--- config.mk ---
export PLATFORM = sky130hd
export DESIGN_NAME = tpg_pwm
export DESIGN_NICKNAME = d
export VERILOG_FILES = /design/src/rtl/tpg_pkg.sv /design/src/rtl/tpg_pwm.sv
export SDC_FILE = /design/constraint.sdc
export NUM_CORES = 1
export LEC_CHECK = 0
export BUFFER_PORTS_ARGS = -buffer_cell sky130_fd_sc_hd__buf_2
export CAP_MARGIN = 5
export CORE_MARGIN = 2
export CORE_UTILIZATION = 61
export CTS_CLUSTER_SIZE = 30
export DETAILED_ROUTE_END_ITERATION = 16
export PLACE_DENSITY = 0.9
export SLEW_MARGIN = 15
export SYNTH_ARGS = -nofsm -noshare
export SYNTH_HDL_FRONTEND = slang
export SYNTH_SLANG_ARGS = --single-unit
--- constraint.sdc ---
create_clock -name hclk -period 3.9 [get_ports hclk]
set_clock_uncertainty 0.2 [all_clocks]
set_input_delay 0.78 -clock hclk [delete_from_list [all_inputs] [get_ports hclk]]
set_output_delay 0.78 -clock hclk [all_outputs]
set_load 0.05 [all_outputs]
--- src/rtl/tpg_pkg.sv ---
// constants, register map and types of the three-phase pwm generator
// Summary of operation
// prescaler divides clock by one to eight
// new prescaler value applied at update event
// center mode counts up then down
// center: low on up match, high down
// compare above carrier high, zero low
// edge mode clears counter after carrier value
// edge: low on up match, high on clear
// compare counter extended to thirteen bits
// low byte first, transfer waits high byte
// eight-bit mode overflow bits, cleared on update
// reads return preload, not active value
// left-aligned thirteen bits, rounded when loading
// software never writes carrier compare zero
// transfer at turn when repetition count zero
// center mode decrements repetition on both turns
// repetition counter reloads itself at zero
// update flag raised with each update event
// writing all ones restarts counter, forces update
// restart write touches only update flag
// software reloads, restarts, then clears flag
// disabled counter held zero; enabling forces update
// runs in wait, frozen in halt
// three phase compares plus carrier compare
package tpg_pkg;

  // register byte addresses, one word each
  localparam logic [7:0] TPG_CTRL_ADDR = 8'h00;
  localparam logic [7:0] TPG_REP_ADDR = 8'h04;
  localparam logic [7:0] TPG_ISR_ADDR = 8'h08;
  localparam logic [7:0] TPG_IMR_ADDR = 8'h0C;
  localparam logic [7:0] TPG_STAT_ADDR = 8'h10;
  // compare pairs: low byte at 0x20 + 8*i, high byte 4 above; i=0 carrier, 1..3 phases u, v, w
  localparam logic [2:0] TPG_CMP_REGION = 3'h1;

  // field positions
  localparam int unsigned TPG_UPD_BIT = 7;
  localparam int unsigned TPG_STAT_DIR_BIT = 12;
  localparam int unsigned TPG_STAT_REP_LSB = 16;

  localparam logic [7:0] TPG_RESYNC_CODE = 8'hFF;
  localparam logic [7:0] TPG_REP_RST = 8'h00;
  localparam logic [7:0] TPG_BYTE_RST = 8'h00;
  localparam logic [12:0] TPG_CMP13_MAX = 13'h1FFF;

  // control word, low nine bits of the control register
  typedef struct packed {
    logic clk_en;
    logic [2:0] phase_overflow_bit;
    logic eight_bit_select;
    logic center_align_select;
    logic [2:0] prescale_select;
  } tpg_ctrl_type;

  // buffered part of the control word
  typedef struct packed {
    logic eight_bit_select;
    logic center_align_select;
    logic [2:0] prescale_select;
  } tpg_cfg_type;

  localparam tpg_ctrl_type TPG_CTRL_RST = '0;
  localparam tpg_cfg_type TPG_CFG_RST = '0;

endpackage : tpg_pkg

--- src/rtl/tpg_pwm.sv ---
// three-phase pwm generator with ahb-lite register slave
//
// Register access over AHB-Lite and the register offsets are this design's own decisions.
`timescale 1ns/1ps
`default_nettype none
module tpg_pwm (
  input wire logic hclk,
  input wire logic hresetn,
  input wire logic hsel,
  input wire logic [31:0] haddr,
  input wire logic [1:0] htrans,
  input wire logic hwrite,
  input wire logic [2:0] hsize,
  input wire logic [31:0] hwdata,
  input wire logic hready,
  output logic hreadyout,
  output logic hresp,
  output logic [31:0] hrdata,
  input wire logic halt_mode,
  output logic [2:0] pwm_out,
  output logic update_event,
  output logic pwm_update_irq
);
  import tpg_pkg::*;

  ////////////////////////////////////////////////////////////////////////
  // declarations
  tpg_ctrl_type ctrl;
  tpg_cfg_type act_cfg;
  logic [7:0] repetition_reg;
  logic update_flag;
  logic update_interrupt_mask;
  logic [7:0] compare_low_byte [4];
  logic [7:0] compare_high_byte [4];
  logic [3:0] hi_pending;
  logic [12:0] act_cmp [4];
  logic [11:0] cnt;
  logic dir_down;
  logic [2:0] presc_cnt;
  logic [7:0] rep_cnt;
  logic en_q;
  logic dp_we;
  logic rd_pend;
  logic [7:0] dp_addr;
  logic acc;
  logic run;
  logic tick;
  logic per_evt;
  logic resync;
  logic en_rise;
  logic upd;
  logic cmp_wr;
  logic [1:0] cmp_idx;
  logic [3:0] ovf_ext;
  logic [11:0] carrier_compare;

  // rounds a left-aligned 16-bit value to 13 bits, saturating
  function automatic logic [12:0] round13(input logic [15:0] v);
    logic [13:0] s;
    s = {1'b0, v[15:3]} + {13'h0, v[2]};
    return s[13] ? TPG_CMP13_MAX : s[12:0];
  endfunction : round13

  ////////////////////////////////////////////////////////////////////////
  // ahb-lite slave: writes take no wait state, reads take one
  assign acc = hsel & hready & htrans[1];
  assign hreadyout = ~rd_pend;
  assign hresp = 1'b0;

  // address phase capture; upper address bits are not decoded
  always_ff @(posedge hclk or negedge hresetn) begin
    if (!hresetn) begin
      dp_we <= 1'b0;
      dp_addr <= 8'h00;
    end else if (hready) begin
      dp_we <= acc & hwrite;
      dp_addr <= haddr[7:0];
    end
  end

  // wait state lets a read see a write committed just before it
  always_ff @(posedge hclk or negedge hresetn) begin
    if (!hresetn) begin
      rd_pend <= 1'b0;
    end else begin
      rd_pend <= acc & ~hwrite & ~rd_pend;
    end
  end

  assign cmp_wr = dp_we & (dp_addr[7:5] == TPG_CMP_REGION) & ~halt_mode;
  assign cmp_idx = dp_addr[4:3];
  assign resync = dp_we & ~halt_mode & (dp_addr == TPG_ISR_ADDR) & (hwdata[7:0] == TPG_RESYNC_CODE);

  // read data; compare reads show preload bytes
  always_ff @(posedge hclk or negedge hresetn) begin
    if (!hresetn) begin
      hrdata <= 32'h0;
    end else if (rd_pend) begin
      hrdata <= 32'h0;
      if (dp_addr[7:5] == TPG_CMP_REGION) begin
        hrdata[7:0] <= dp_addr[2] ? compare_high_byte[cmp_idx] : compare_low_byte[cmp_idx];
      end else begin
        unique case (dp_addr)
          TPG_CTRL_ADDR: hrdata[8:0] <= ctrl;
          TPG_REP_ADDR: hrdata[7:0] <= repetition_reg;
          TPG_ISR_ADDR: hrdata[TPG_UPD_BIT] <= update_flag;
          TPG_IMR_ADDR: hrdata[TPG_UPD_BIT] <= update_interrupt_mask;
          TPG_STAT_ADDR: begin
            hrdata[11:0] <= cnt;
            hrdata[TPG_STAT_DIR_BIT] <= dir_down;
            hrdata[TPG_STAT_REP_LSB +: 8] <= rep_cnt;
          end
          default: hrdata <= 32'h0;
        endcase
      end
    end
  end

  ////////////////////////////////////////////////////////////////////////
  // software registers; halt freezes them
  always_ff @(posedge hclk or negedge hresetn) begin
    if (!hresetn) begin
      ctrl <= TPG_CTRL_RST;
      repetition_reg <= TPG_REP_RST;
      update_interrupt_mask <= 1'b0;
    end else if (!halt_mode) begin
      if (dp_we && dp_addr == TPG_CTRL_ADDR) begin
        ctrl <= tpg_ctrl_type'(hwdata[8:0]);
      end else if (upd) begin
        ctrl.phase_overflow_bit <= 3'h0;
      end
      if (dp_we && dp_addr == TPG_REP_ADDR) begin
        repetition_reg <= hwdata[7:0];
      end
      if (dp_we && dp_addr == TPG_IMR_ADDR) begin
        update_interrupt_mask <= hwdata[TPG_UPD_BIT];
      end
    end
  end

  // update flag: set wins over a clearing write; only this flag lives here
  always_ff @(posedge hclk or negedge hresetn) begin
    if (!hresetn) begin
      update_flag <= 1'b0;
    end else if (!halt_mode) begin
      if (upd) begin
        update_flag <= 1'b1;
      end else if (dp_we && dp_addr == TPG_ISR_ADDR && !hwdata[TPG_UPD_BIT]) begin
        update_flag <= 1'b0;
      end
    end
  end

  assign pwm_update_irq = update_flag & update_interrupt_mask;

  ////////////////////////////////////////////////////////////////////////
  // prescaler and event decode
  assign run = ctrl.clk_en & ~halt_mode;
  assign en_rise = ctrl.clk_en & ~en_q & ~halt_mode;
  assign tick = run & (presc_cnt >= act_cfg.prescale_select);
  assign carrier_compare = act_cmp[0][11:0];
  assign per_evt = tick & (dir_down ? (cnt == 12'h000) : (cnt >= carrier_compare));
  assign upd = (per_evt & (rep_cnt == 8'h00)) | resync | en_rise;

  // divide by prescale_select + 1
  always_ff @(posedge hclk or negedge hresetn) begin
    if (!hresetn) begin
      presc_cnt <= 3'h0;
      en_q <= 1'b0;
    end else if (!halt_mode) begin
      en_q <= ctrl.clk_en;
      if (!ctrl.clk_en || resync || tick) begin
        presc_cnt <= 3'h0;
      end else begin
        presc_cnt <= presc_cnt + 3'h1;
      end
    end
  end

  // buffered mode and prescaler, taken only at update
  always_ff @(posedge hclk or negedge hresetn) begin
    if (!hresetn) begin
      act_cfg <= TPG_CFG_RST;
    end else if (upd) begin
      act_cfg <= {ctrl.eight_bit_select, ctrl.center_align_select, ctrl.prescale_select};
    end
  end

  ////////////////////////////////////////////////////////////////////////
  // 12-bit up/down counter; a zero carrier would stall it in edge mode and wrap it to 0xFFF in center mode, software avoids it
  always_ff @(posedge hclk or negedge hresetn) begin
    if (!hresetn) begin
      cnt <= 12'h000;
      dir_down <= 1'b0;
    end else if (!halt_mode) begin
      if (!ctrl.clk_en || resync) begin
        cnt <= 12'h000;
        dir_down <= 1'b0;
      end else if (tick) begin
        if (!act_cfg.center_align_select) begin
          dir_down <= 1'b0;
          cnt <= (cnt >= carrier_compare) ? 12'h000 : cnt + 12'h001;
        end else if (!dir_down) begin
          if (cnt >= carrier_compare) begin
            dir_down <= 1'b1;
            cnt <= cnt - 12'h001;
          end else begin
            cnt <= cnt + 12'h001;
          end
        end else if (cnt == 12'h000) begin
          dir_down <= 1'b0;
          cnt <= 12'h001;
        end else begin
          cnt <= cnt - 12'h001;
        end
      end
    end
  end

  // repetition down-counter, reloads itself at zero
  always_ff @(posedge hclk or negedge hresetn) begin
    if (!hresetn) begin
      rep_cnt <= TPG_REP_RST;
    end else if (!halt_mode) begin
      if (!ctrl.clk_en || resync || en_rise) begin
        rep_cnt <= repetition_reg;
      end else if (per_evt) begin
        rep_cnt <= (rep_cnt == 8'h00) ? repetition_reg : rep_cnt - 8'h01;
      end
    end
  end

  // debug copy of the update event
  always_ff @(posedge hclk or negedge hresetn) begin
    if (!hresetn) begin
      update_event <= 1'b0;
    end else begin
      update_event <= upd;
    end
  end

  ////////////////////////////////////////////////////////////////////////
  // compare preloads and active registers: 0 carrier, 1..3 phases
  assign ovf_ext = {ctrl.phase_overflow_bit, 1'b0};

  for (genvar i = 0; i < 4; i++) begin : g_cmp
    logic lo_hit;
    logic hi_hit;
    logic [12:0] rnd;
    assign lo_hit = cmp_wr & (cmp_idx == 2'(i)) & ~dp_addr[2];
    assign hi_hit = cmp_wr & (cmp_idx == 2'(i)) & dp_addr[2];
    assign rnd = round13({compare_high_byte[i], compare_low_byte[i]});

    // preload bytes and the high-byte wait
    always_ff @(posedge hclk or negedge hresetn) begin
      if (!hresetn) begin
        compare_low_byte[i] <= TPG_BYTE_RST;
        compare_high_byte[i] <= TPG_BYTE_RST;
        hi_pending[i] <= 1'b0;
      end else begin
        if (lo_hit) begin
          compare_low_byte[i] <= hwdata[7:0];
        end
        if (hi_hit) begin
          compare_high_byte[i] <= hwdata[7:0];
        end
        if (hi_hit || ctrl.eight_bit_select) begin
          hi_pending[i] <= 1'b0;
        end else if (lo_hit) begin
          hi_pending[i] <= 1'b1;
        end
      end
    end

    // a half-written pair stays out until its high byte lands or eight-bit mode is selected
    always_ff @(posedge hclk or negedge hresetn) begin
      if (!hresetn) begin
        act_cmp[i] <= 13'h0000;
      end else if (upd && !hi_pending[i]) begin
        if (ctrl.eight_bit_select) begin
          act_cmp[i] <= {4'h0, ovf_ext[i], compare_low_byte[i]};
        end else if (i == 0) begin
          act_cmp[i] <= {1'b0, rnd[11:0]};
        end else begin
          act_cmp[i] <= rnd;
        end
      end
    end
  end

  ////////////////////////////////////////////////////////////////////////
  // phase outputs from the extended 13-bit comparison
  for (genvar j = 0; j < 3; j++) begin : g_phase
    logic [12:0] cnt13;
    logic [12:0] cmp;
    assign cnt13 = {1'b0, cnt};
    assign cmp = act_cmp[j + 1];

    always_ff @(posedge hclk or negedge hresetn) begin
      if (!hresetn) begin
        pwm_out[j] <= 1'b0;
      end else if (!halt_mode) begin
        if (cmp == 13'h0000) begin
          pwm_out[j] <= 1'b0;
        end else if (cmp > {1'b0, carrier_compare}) begin
          pwm_out[j] <= 1'b1;
        end else if (act_cfg.center_align_select && dir_down) begin
          pwm_out[j] <= (cnt13 <= cmp);
        end else begin
          pwm_out[j] <= (cnt13 < cmp);
        end
      end
    end
  end

  ////////////////////////////////////////////////////////////////////////
  // checks
  property p_presc_two;
    @(posedge hclk) disable iff (!hresetn)
      (tick && run && act_cfg.prescale_select == 3'h1 && !upd && !resync ##1 run && !upd)
      |-> !tick ##1 tick;
  endproperty
  a_presc_two: assert property (p_presc_two) else $error("prescaler by two wrong");

  property p_hold_zero;
    @(posedge hclk) disable iff (!hresetn)
      (!ctrl.clk_en && !halt_mode) |=> (cnt == 12'h000 && !dir_down);
  endproperty
  a_hold_zero: assert property (p_hold_zero) else $error("disabled counter not zero");

  property p_enable_update;
    @(posedge hclk) disable iff (!hresetn)
      en_rise |=> (update_flag && update_event);
  endproperty
  a_enable_update: assert property (p_enable_update) else $error("enable gave no update");

  property p_resync;
    @(posedge hclk) disable iff (!hresetn)
      resync |=> (cnt == 12'h000 && update_flag && act_cfg.prescale_select == $past(ctrl.prescale_select));
  endproperty
  a_resync: assert property (p_resync) else $error("resync did not restart");

  property p_edge_wrap;
    @(posedge hclk) disable iff (!hresetn)
      (tick && !act_cfg.center_align_select && cnt >= carrier_compare && !resync && !halt_mode)
      |=> cnt == 12'h000;
  endproperty
  a_edge_wrap: assert property (p_edge_wrap) else $error("edge counter did not clear");

  property p_center_turn;
    @(posedge hclk) disable iff (!hresetn)
      (tick && act_cfg.center_align_select && !dir_down && cnt >= carrier_compare && !resync)
      |=> dir_down && cnt == $past(cnt) - 12'h001;
  endproperty
  a_center_turn: assert property (p_center_turn) else $error("center turn wrong");

  property p_zero_low;
    @(posedge hclk) disable iff (!hresetn)
      (act_cmp[1] == 13'h0000 && !halt_mode) |=> !pwm_out[0];
  endproperty
  a_zero_low: assert property (p_zero_low) else $error("zero compare not low");

  property p_ovf_clear;
    @(posedge hclk) disable iff (!hresetn)
      (upd && !(dp_we && dp_addr == TPG_CTRL_ADDR)) |=> ctrl.phase_overflow_bit == 3'h0;
  endproperty
  a_ovf_clear: assert property (p_ovf_clear) else $error("overflow bits kept");

  property p_rep_reload;
    @(posedge hclk) disable iff (!hresetn)
      (per_evt && rep_cnt == 8'h00 && !halt_mode) |=> (rep_cnt == $past(repetition_reg) && update_flag);
  endproperty
  a_rep_reload: assert property (p_rep_reload) else $error("repetition not reloaded");

  property p_defer;
    @(posedge hclk) disable iff (!hresetn)
      (upd && hi_pending[1]) |=> act_cmp[1] == $past(act_cmp[1]);
  endproperty
  a_defer: assert property (p_defer) else $error("half pair transferred");

endmodule : tpg_pwm
`default_nettype wire

==> qor.yml, run 1 <==
cts:
  post-cts-setup-buffers: 0
  postCtsHoldBufs: 0
  root_buffer: "clkbuf_16"
  clock_path_buffers: 3
  cts_made_buffers: 22
  ctsResizeCount: 0
  htree_levels: 1
  cts_sinks: 202
  clk_pin_slew_worst_paths_ps: 60
  clk_latency_ps: 530
  cts_tree: "done"
setup_path:
  critPathLaunchType: "flop"
  worstRegToRegCells: 12
  reg2reg_slack_ps: 310
  cp.arrival_ps: 3840
  cp-end-kind: "flop"
  crit_slowest_cell: "a311oi_2"
  crit_required_ps: 4140
  cpPeakStageDelay_ps: 460
  r2r_start: "act_cmp[44]"
  reg2reg_to: "g_phase[2].cmp[5]"
  path_cells: "inv_1, ha_1, a2111oi_0, o21ai_0, a311oi_2, nor3_4, a21boi_4, clkinv_4, nand2b_1, buf_4, a211oi_1, a21oi_1"
  crit_fanout: 26
  crit_type: "flop to flop"
synthesis:
  synthDistinctLibCells: 76
  yosys-top-cells-area: "dfrtp_1, ha_1, mux2_2"
  synth_top_area_frac: 0.405
  synth_edf_count: 0
  synth-warning-count: 0
  ys_top_cells_by_count: "dfrtp_1, nand2_1, ha_1"
  synth_seq_cells: 202
  synth_cells: 1245
  synth_top_area_cell: "dfrtp_1"
  synth_most_common_cell: "dfrtp_1"
  yosysSeqAreaShare: 0.405
  avgSynthCellArea_um2: 10.0
  synth_async_sr_flop_share: 1.00
  synth_flop_cell: "dfrtp_1"
  synth_area_um2: 12500
power_and_ir_drop:
  powerDensity_nw_per_um2: 376
  power_w: 0.00519
  p_leak_nw: 6.59
  peakVddDrop_mv: 0.412
cells_and_area:
  drive_gt1_frac: 0.180
  largest_reg_flops: 39
  n_antenna_cell: 0
  syn2layout_area_growth_pct: 10.6
  finalNonFillerCells: 1581
  fillCellCount: 1457
  fin_nets: 1472
global_route:
  grt_pass1_vias: 10600
  grt_overflow: 0
  antenna_found_initial: 0
  grt_pass1_wl_um: 57100
  grt_start_max_net_pins: 79
  grt_usage: 0.337
detailed_routing:
  finalWirelength_um: 35800
  drtIter0Drc: 1140
  routed_via_density: 6.80
  num_vias: 10700
  drc: 0
  wire_per_inst_um: 22.7
  antenna_left: 0
  dr.pass1.iters: 7
floorplanning:
  start_util: 0.618
  rows: 52
  io_pins: 114
  die_h_um: 147
  die_area_um2: 21600
  core_area_um2: 20200
  die_w_um: 147
place:
  gp_congestion: 0.990
  dp_hpwl_um: 26000
  dp_cells: 1542
  port-buffer-count: 50
outcome:
  status: "finished, final reports clean"
timing:
  hold_violations: 0
  setup_viol: 0
  fmax_mhz: 278
  timing.final.crit_share: 0.922
  period_minus_slack_ps: 3590
  worst_slew_margin_rel: 0.292
  rsz0062_at_grt: "false"
  fin_tns_setup_ps: 0
  worst_pin_slew_ps: 1050
  slew_violations: 0
run:
  cap_violations: 0
min_path:
  holdCritPathClass: "input port to asynchronous set/reset pin"
[layout by cell type (no fill, tap or decap), types with 5 or more instances in the layout]
| cell | count |
|---|---|
| o22a_1 | 8 |
| o21ai_0 | 64 |
| xor2_1 | 10 |
| a211oi_1 | 7 |
| clkbuf_8 | 7 |
| nand3_1 | 42 |
| buf_2 | 49 |
| o21ai_1 | 23 |
| nor2_1 | 53 |
| a21oi_1 | 39 |
| a31oi_1 | 10 |
| mux2_2 | 83 |
| a21o_1 | 21 |
| ha_1 | 101 |
| o22ai_1 | 30 |
| a222oi_1 | 7 |
| inv_1 | 68 |
| a41oi_1 | 5 |
| nor3_1 | 17 |
| mux4_2 | 16 |
| nand2_1 | 125 |
| nor4_1 | 11 |
| o31ai_1 | 8 |
| nor2b_1 | 10 |
| dfrtp_1 | 202 |
| mux2i_1 | 16 |
| nand4_1 | 24 |
| xnor2_1 | 20 |
| conb_1 | 12 |
| and3_1 | 26 |
| a22o_1 | 16 |
| o21a_1 | 9 |
| nand2b_1 | 9 |
| clkbuf_16 | 22 |
| o211ai_1 | 12 |
| and4_1 | 6 |
| buf_4 | 35 |
[metal layers]
metal  wire (um)  vias to the layer above  part of all wire  global-route usage
li1            -                     4709                 -                   -
met1       14200                     5267              0.39               0.451
met2       16200                      611              0.45               0.531
met3        3140                      162             0.088              0.0609
met4        2320                        0             0.065               0.172
met5           0                        -                 0                   0
[critical path: cells and delay by family, from the launching register on]
kind                       cells  cell delay (ps)
buffers and inverters          3              680
DFF                            1              370
adders and majority gates      1              310
and+or+nand+nor                2              250
AOI/OAI and AO/OA              6             1680
[per-stage QoR]
stage	area, um2	hold slack (ps)	utilization	setup WS [ps]
floorplan	12500	245	-	944
global placement	13100	260	0.648	401
detailed placement	13100	265	0.648	373
CTS	13800	113	0.684	361
global route	13800	144	0.684	134
finish	13800	88.8	0.684	306
[layout make-up]
| class | count | area [um2] | share of cell area |
|---|---|---|---|
| Clock buffer | 30 | 641 | 0.0464 |
| Clock inverter | 9 | 88.8 | 0.00644 |
| Inverter | 72 | 275 | 0.0200 |
| Multi-Input combinational cell | 912 | 6860 | 0.497 |
| Sequential cell | 202 | 5050 | 0.366 |
| Tap cell | 270 | 338 | 0.0245 |
| Timing Repair Buffer | 86 | 542 | 0.0393 |
[where the power goes]
part,switching (W),internal (W),total (W)
Combinational,0.000509,0.000276,0.000785
Clock,0.000865,0.00122,0.00208
Sequential,0.000118,0.00221,0.00232
Total,0.00149,0.00370,0.00519
[logic make-up (layout without fill, tap and decap cells)]
family | after synthesis | in the layout | share of synthesized area
AND/OR/NAND/NOR | 351 | 351 | 0.140
AO/OA/AOI/OAI | 303 | 303 | 0.167
flip-flops | 202 | 202 | 0.405
buffers and inverters | 142 | 197 | 0.0485
multiplexers | 115 | 115 | 0.117
adder cells (fa/ha/maj) | 101 | 101 | 0.101
XOR/XNOR | 30 | 30 | 0.0211
other | 1 | 12 | 0.000301
[worst max path at each step]
stage                           start            endpoint  slack, ps  cells past startpoint
after global routing      act_cmp[44]   g_phase[2].cmp[5]        130                     12
after floorplan           act_cmp[44]  g_phase[1].cmp[10]        940                     13
after global placement    act_cmp[44]   g_phase[2].cmp[5]        400                     12
after CTS                 act_cmp[44]   g_phase[2].cmp[5]        360                     12
final                     act_cmp[44]   g_phase[2].cmp[5]        310                     12
after detailed placement  act_cmp[44]   g_phase[2].cmp[5]        370                     12
No activity file was read; power rests on OpenSTA's default activity.
==> run 2, diff against run 1 <==
Settings changed: RECOVER_POWER set to 100.
==> qor.yml, run 2 (synthesized netlist as in run 1, its figures left out) <==
timing:
  fin_tns_setup_ps: 0  # unchanged
  rsz0062_at_grt: "false"
  period_minus_slack_ps: 3550  # -48.1 ps
  setup_viol: 0  # unchanged
  fmax_mhz: 282  # +1.4%
  slew_violations: 79  # +79
  worst_pin_slew_ps: 1990  # +938 ps
  timing.final.crit_share: 0.909  # -0.0123
  worst_slew_margin_rel: -0.327  # -0.619
  setup_slack_ps: 354  # +48.1 ps
  hold_violations: 0  # unchanged
setup_path:
  cp-end-kind: "flop"
  critPathLaunchType: "flop"
  crit_type: "flop to flop"
  crit_required_ps: 4140  # about the same
  crit_fanout: 26  # unchanged
  cp.arrival_ps: 3790  # -50 ps
detailed_routing:
  num_vias: 10700  # -0.16%
  drtIter0Drc: 1197  # +5.0%
  finalWirelength_um: 35800  # about the same
  antenna_left: 0  # unchanged
  routed_via_density: 6.79  # -0.16%
  drc: 0  # unchanged
  dr.pass1.iters: 6  # -1
  wire_per_inst_um: 22.7  # about the same
global_route:
  antenna_found_initial: 0  # unchanged
  grt_usage: 0.337  # unchanged
  grt_pass1_vias: 10600  # unchanged
  grt_overflow: 0  # unchanged
  grt_pass1_wl_um: 57100  # unchanged
  grt_start_max_net_pins: 79  # unchanged
floorplanning:
  io_pins: 114  # unchanged
  core_area_um2: 20200  # unchanged
  die_area_um2: 21600  # unchanged
  die_w_um: 147  # unchanged
  start_util: 0.618  # unchanged
  rows: 52  # unchanged
  die_h_um: 147  # unchanged
cells_and_area:
  multi_input_area_um2: 6830  # -0.44%
  fillCellCount: 1501  # +3.0%
  fin_nets: 1472  # unchanged
  drive_gt1_frac: 0.145  # -0.0351
  syn2layout_area_growth_pct: 9.56
  final_common_cell: "dfrtp_1"
  finalNonFillerCells: 1581  # unchanged
  largest_reg_flops: 39  # unchanged
  n_antenna_cell: 0  # unchanged
  stdcell_area_um2: 13700  # -0.93%
  final_cell_mix: "dfrtp_1, nand2_1, ha_1, o21ai_0, mux2_2"
  seq_area_um2: 5050  # unchanged
cts:
  clock_path_buffers: 3  # unchanged
  cts_sinks: 202  # unchanged
  htree_levels: 1  # unchanged
  cts_made_buffers: 22  # unchanged
  post-cts-setup-buffers: 0  # unchanged
  postCtsHoldBufs: 0  # unchanged
  root_buffer: "clkbuf_16"
  cts_tree: "done"
  clk_pin_slew_worst_paths_ps: 60  # about the same
  clk_latency_ps: 530  # about the same
  ctsResizeCount: 0  # unchanged
power_and_ir_drop:
  p_leak_nw: 6.43  # -2.5%
  peakVddDrop_mv: 0.408  # -0.74%
  powerDensity_nw_per_um2: 379  # +0.66%
  power_w: 0.00518  # -0.27%
place:
  dp_hpwl_um: 26000  # unchanged
  port-buffer-count: 50  # unchanged
  pre_cts_ws_ps: 373  # unchanged
  gp_congestion: 0.990  # unchanged
  dp_cells: 1542  # unchanged
  placed_area_um2: 13100  # unchanged
outcome:
  violations: "max-capacitance violations, max-slew violations"
  status: "finished with violations"
run:
  cap_violations: 2  # +2
min_path:
  holdCritPathClass: "input port to flop"
run 2: changes by cell type in the layout (fill, tap and decap cells not counted):
| cell | change |
|---|---|
| clkbuf_8 | -1 |
| buf_4 | -10 |
| buf_12 | -1 |
| clkbuf_2 | +2 |
| mux2_2 | -3 |
| clkbuf_1 | +39 |
| o41ai_2 | -4 |
| o21ai_0 | +20 |
| o41ai_1 | +4 |
| mux2_1 | +3 |
| o21ai_1 | -20 |
| buf_2 | -29 |
run 2: worst paths after layout:
check | startpoint | endpoint | slack, ps | cells after the start
setup / recovery | act_cmp[44] | g_phase[2].cmp[5] | 350 | 12
hold / removal | hwrite | rd_pend | 230 | 2
setup reg to reg | act_cmp[44] | g_phase[2].cmp[5] | 350 | 12
hold reg to reg | hrdata[5] | hrdata[5] | 280 | 1
max in group asynchronous | hresetn | g_phase[2].cmp[10] | 850 | 2
min in group asynchronous | hresetn | rep_cnt[0] | 610 | 1
run 2: final cells by class:
class,count,share of cell area
tap,270,0.0247
sequential,202,0.370
inverter,72,0.0201
clock buffer,30,0.0469
clock inverter,9,0.00650
timing repair buffer,86,0.0325
multi-input combinational,912,0.499
run 2: stage by stage:
step / hold WS, ps / util
2_1_floorplan: 245 / -
3_3_place_gp: 260 / 0.648
3_5_place_dp: 265 / 0.648
4_1_cts: 113 / 0.684
5_1_grt: 244 / 0.678
6_report: 230 / 0.678
run 2: where the power goes:
| group | switching, W | internal (W) |
|---|---|---|
| clock | 0.000866 | 0.00122 |
| combinational | 0.000507 | 0.000262 |
| sequential | 0.000119 | 0.00221 |
| total | 0.00149 | 0.00369 |
run 2: routing by layer:
| layer | up-vias | GRT usage | share of wire |
|---|---|---|---|
| met3 | 152 | 0.0609 | 0.089 |
| met1 | 5270 | 0.451 | 0.39 |
| met4 | 0 | 0.172 | 0.061 |
| li1 | 4714 | - | - |
| met5 | - | 0 | 0 |
| met2 | 596 | 0.531 | 0.46 |
run 2: critical path, cell delays in order (launching register included):
cell,delay (ps)
dfrtp_1,370
inv_1,230
ha_1,310
a2111oi_0,370
o21ai_0,210
a311oi_2,440
nor3_4,150
a21boi_4,350
clkinv_4,170
nand2b_1,110
buf_4,270
a211oi_1,130
a21oi_1,150
==> run 3, diff against run 2 <==
Settings changed: CAP_MARGIN 5 to 20, GPL_TIMING_DRIVEN set to 0.
==> qor.yml, run 3 (synthesized netlist as in run 1, its figures left out) <==
cts:
  postCtsHoldBufs: 0  # unchanged
  root_buffer: "clkbuf_16"
  cts_tree: "done"
  cts_sinks: 202  # unchanged
  cts_made_buffers: 22  # unchanged
  clock_path_buffers: 3  # unchanged
  ctsResizeCount: 0  # unchanged
  post-cts-setup-buffers: 0  # unchanged
  htree_levels: 1  # unchanged
  clk_latency_ps: 520  # about the same
  clk_pin_slew_worst_paths_ps: 60  # about the same
floorplanning:
  core_area_um2: 20200  # unchanged
  die_area_um2: 21600  # unchanged
  start_util: 0.618  # unchanged
  rows: 52  # unchanged
  die_h_um: 147  # unchanged
  die_w_um: 147  # unchanged
  io_pins: 114  # unchanged
detailed_routing:
  drtIter0Drc: 1314  # +9.8%
  routed_via_density: 6.66  # -1.9%
  dr.pass1.iters: 7  # +1
  antenna_left: 0  # unchanged
  finalWirelength_um: 36700  # +2.5%
  wire_per_inst_um: 22.7  # +0.13%
  drc: 0  # unchanged
  num_vias: 10800  # +0.37%
place:
  pre_cts_ws_ps: 187  # -186 ps
  port-buffer-count: 50  # unchanged
  gp_congestion: 0.992  # +0.21%
  dp_hpwl_um: 26700  # +2.5%
  dp_cells: 1577  # +2.3%
power_and_ir_drop:
  powerDensity_nw_per_um2: 374  # -1.3%
  p_leak_nw: 6.45  # +0.40%
  power_w: 0.00515  # -0.58%
  peakVddDrop_mv: 0.406  # -0.52%
cells_and_area:
  seq_area_um2: 5050  # unchanged
  final_cell_mix: "dfrtp_1, nand2_1, ha_1, clkbuf_1, mux2_2"
  largest_reg_flops: 39  # unchanged
  multi_input_area_um2: 6820  # about the same
  final_common_cell: "dfrtp_1"
  fillCellCount: 1518  # +1.1%
  finalCoreUtilization: 0.683  # +0.00515
  finalNonFillerCells: 1618  # +2.3%
  n_antenna_cell: 0  # unchanged
  fin_nets: 1510  # +2.6%
  syn2layout_area_growth_pct: 10.4
  drive_gt1_frac: 0.136  # -0.00843
outcome:
  status: "finished with violations"
  violations: "max-capacitance violations, max-slew violations"
timing:
  hold_violations: 0  # unchanged
  rsz0062_at_grt: "false"
  fmax_mhz: 267  # -5.2%
  period_minus_slack_ps: 3740  # +193 ps
  timing.final.crit_share: 0.959  # +0.0494
  hold_slack_ps: 236  # +5.35 ps
  worst_slew_margin_rel: -0.657  # -0.330
  setup_slack_ps: 161  # -193 ps
  setup_viol: 0  # unchanged
  worst_pin_slew_ps: 2490  # +495 ps
  slew_violations: 100  # +27%
setup_path:
  crit_fanout: 10  # -62%
  crit_type: "flop to flop"
  cp.arrival_ps: 3930  # +140 ps
  critPathLaunchType: "flop"
  cp-end-kind: "flop"
  crit_required_ps: 4090  # -50 ps
global_route:
  grt_pass1_wl_um: 58000  # +1.7%
  grt_usage: 0.344  # +0.00755
  grt_pass1_vias: 10700  # +0.75%
  grt_overflow: 0  # unchanged
  antenna_found_initial: 0  # unchanged
  grt_start_max_net_pins: 105  # +33%
run:
  cap_violations: 1  # -1
min_path:
  holdCritPathClass: "input port to flop"
## run 3: cell count changes in the layout (fill, tap and decap cells not counted), sizes merged
cell	change
bufinv	+1
clkinvlp	-3
clkbuf	+41
buf	-2
## run 3: layout make-up
type / instances / share of cell area
Buffer: 70 / 0.0240
Clock inverter: 7 / 0.00727
Timing Repair Buffer: 54 / 0.0178
Multi-Input combinational cell: 912 / 0.495
Tap cell: 270 / 0.0245
Sequential cell: 202 / 0.367
Clock buffer: 31 / 0.0439
Inverter: 72 / 0.0200
## run 3: report_power, final
part | switching [W] | leakage, nW | total (W) | internal (W)
registers | 0.000118 | 2.75 | 0.00232 | 0.00221
clock network | 0.000846 | 0.345 | 0.00206 | 0.00121
logic | 0.000504 | 3.36 | 0.000764 | 0.000259
## run 3: final timing paths
kind / startpoint / endpoint / slack (ps) / cells past startpoint
worst min-delay path: hwrite / rd_pend / 240 / 2
worst max-delay path: cnt[0] / act_cmp[44] / 160 / 11
worst min register to register: hrdata[0] / hrdata[0] / 280 / 1
min in group asynchronous: hresetn / cnt[7] / 830 / 1
worst max register to register: cnt[0] / act_cmp[44] / 160 / 11
max in group asynchronous: hresetn / compare_high_byte[24] / 750 / 2
## run 3: routing by layer
metal	part of all wire	track usage	up-vias
li1	-	-	4795
met1	0.39	0.464	5157
met2	0.45	0.539	646
met3	0.095	0.0630	174
met4	0.060	0.175	0
met5	0	0	-
## run 3: critical path: stages, from the launching register on
cell and delay (ps):
dfrtp_1 530, inv_1 280, ha_1 360, nor3b_1 50, o21ai_0 310, a311oi_2 140, buf_4 170, nor3_4 420
a21boi_4 200, nor2_1 330, buf_4 270, mux2_2 350
## run 3: metrics by stage
step           setup TNS [ps]  instance area [um2]
3_3_place_gp          -284990                13100
3_5_place_dp                0                13100
4_1_cts                     0                13800
6_report                    0                13800
2_1_floorplan               0                12500
5_1_grt                     0                13800
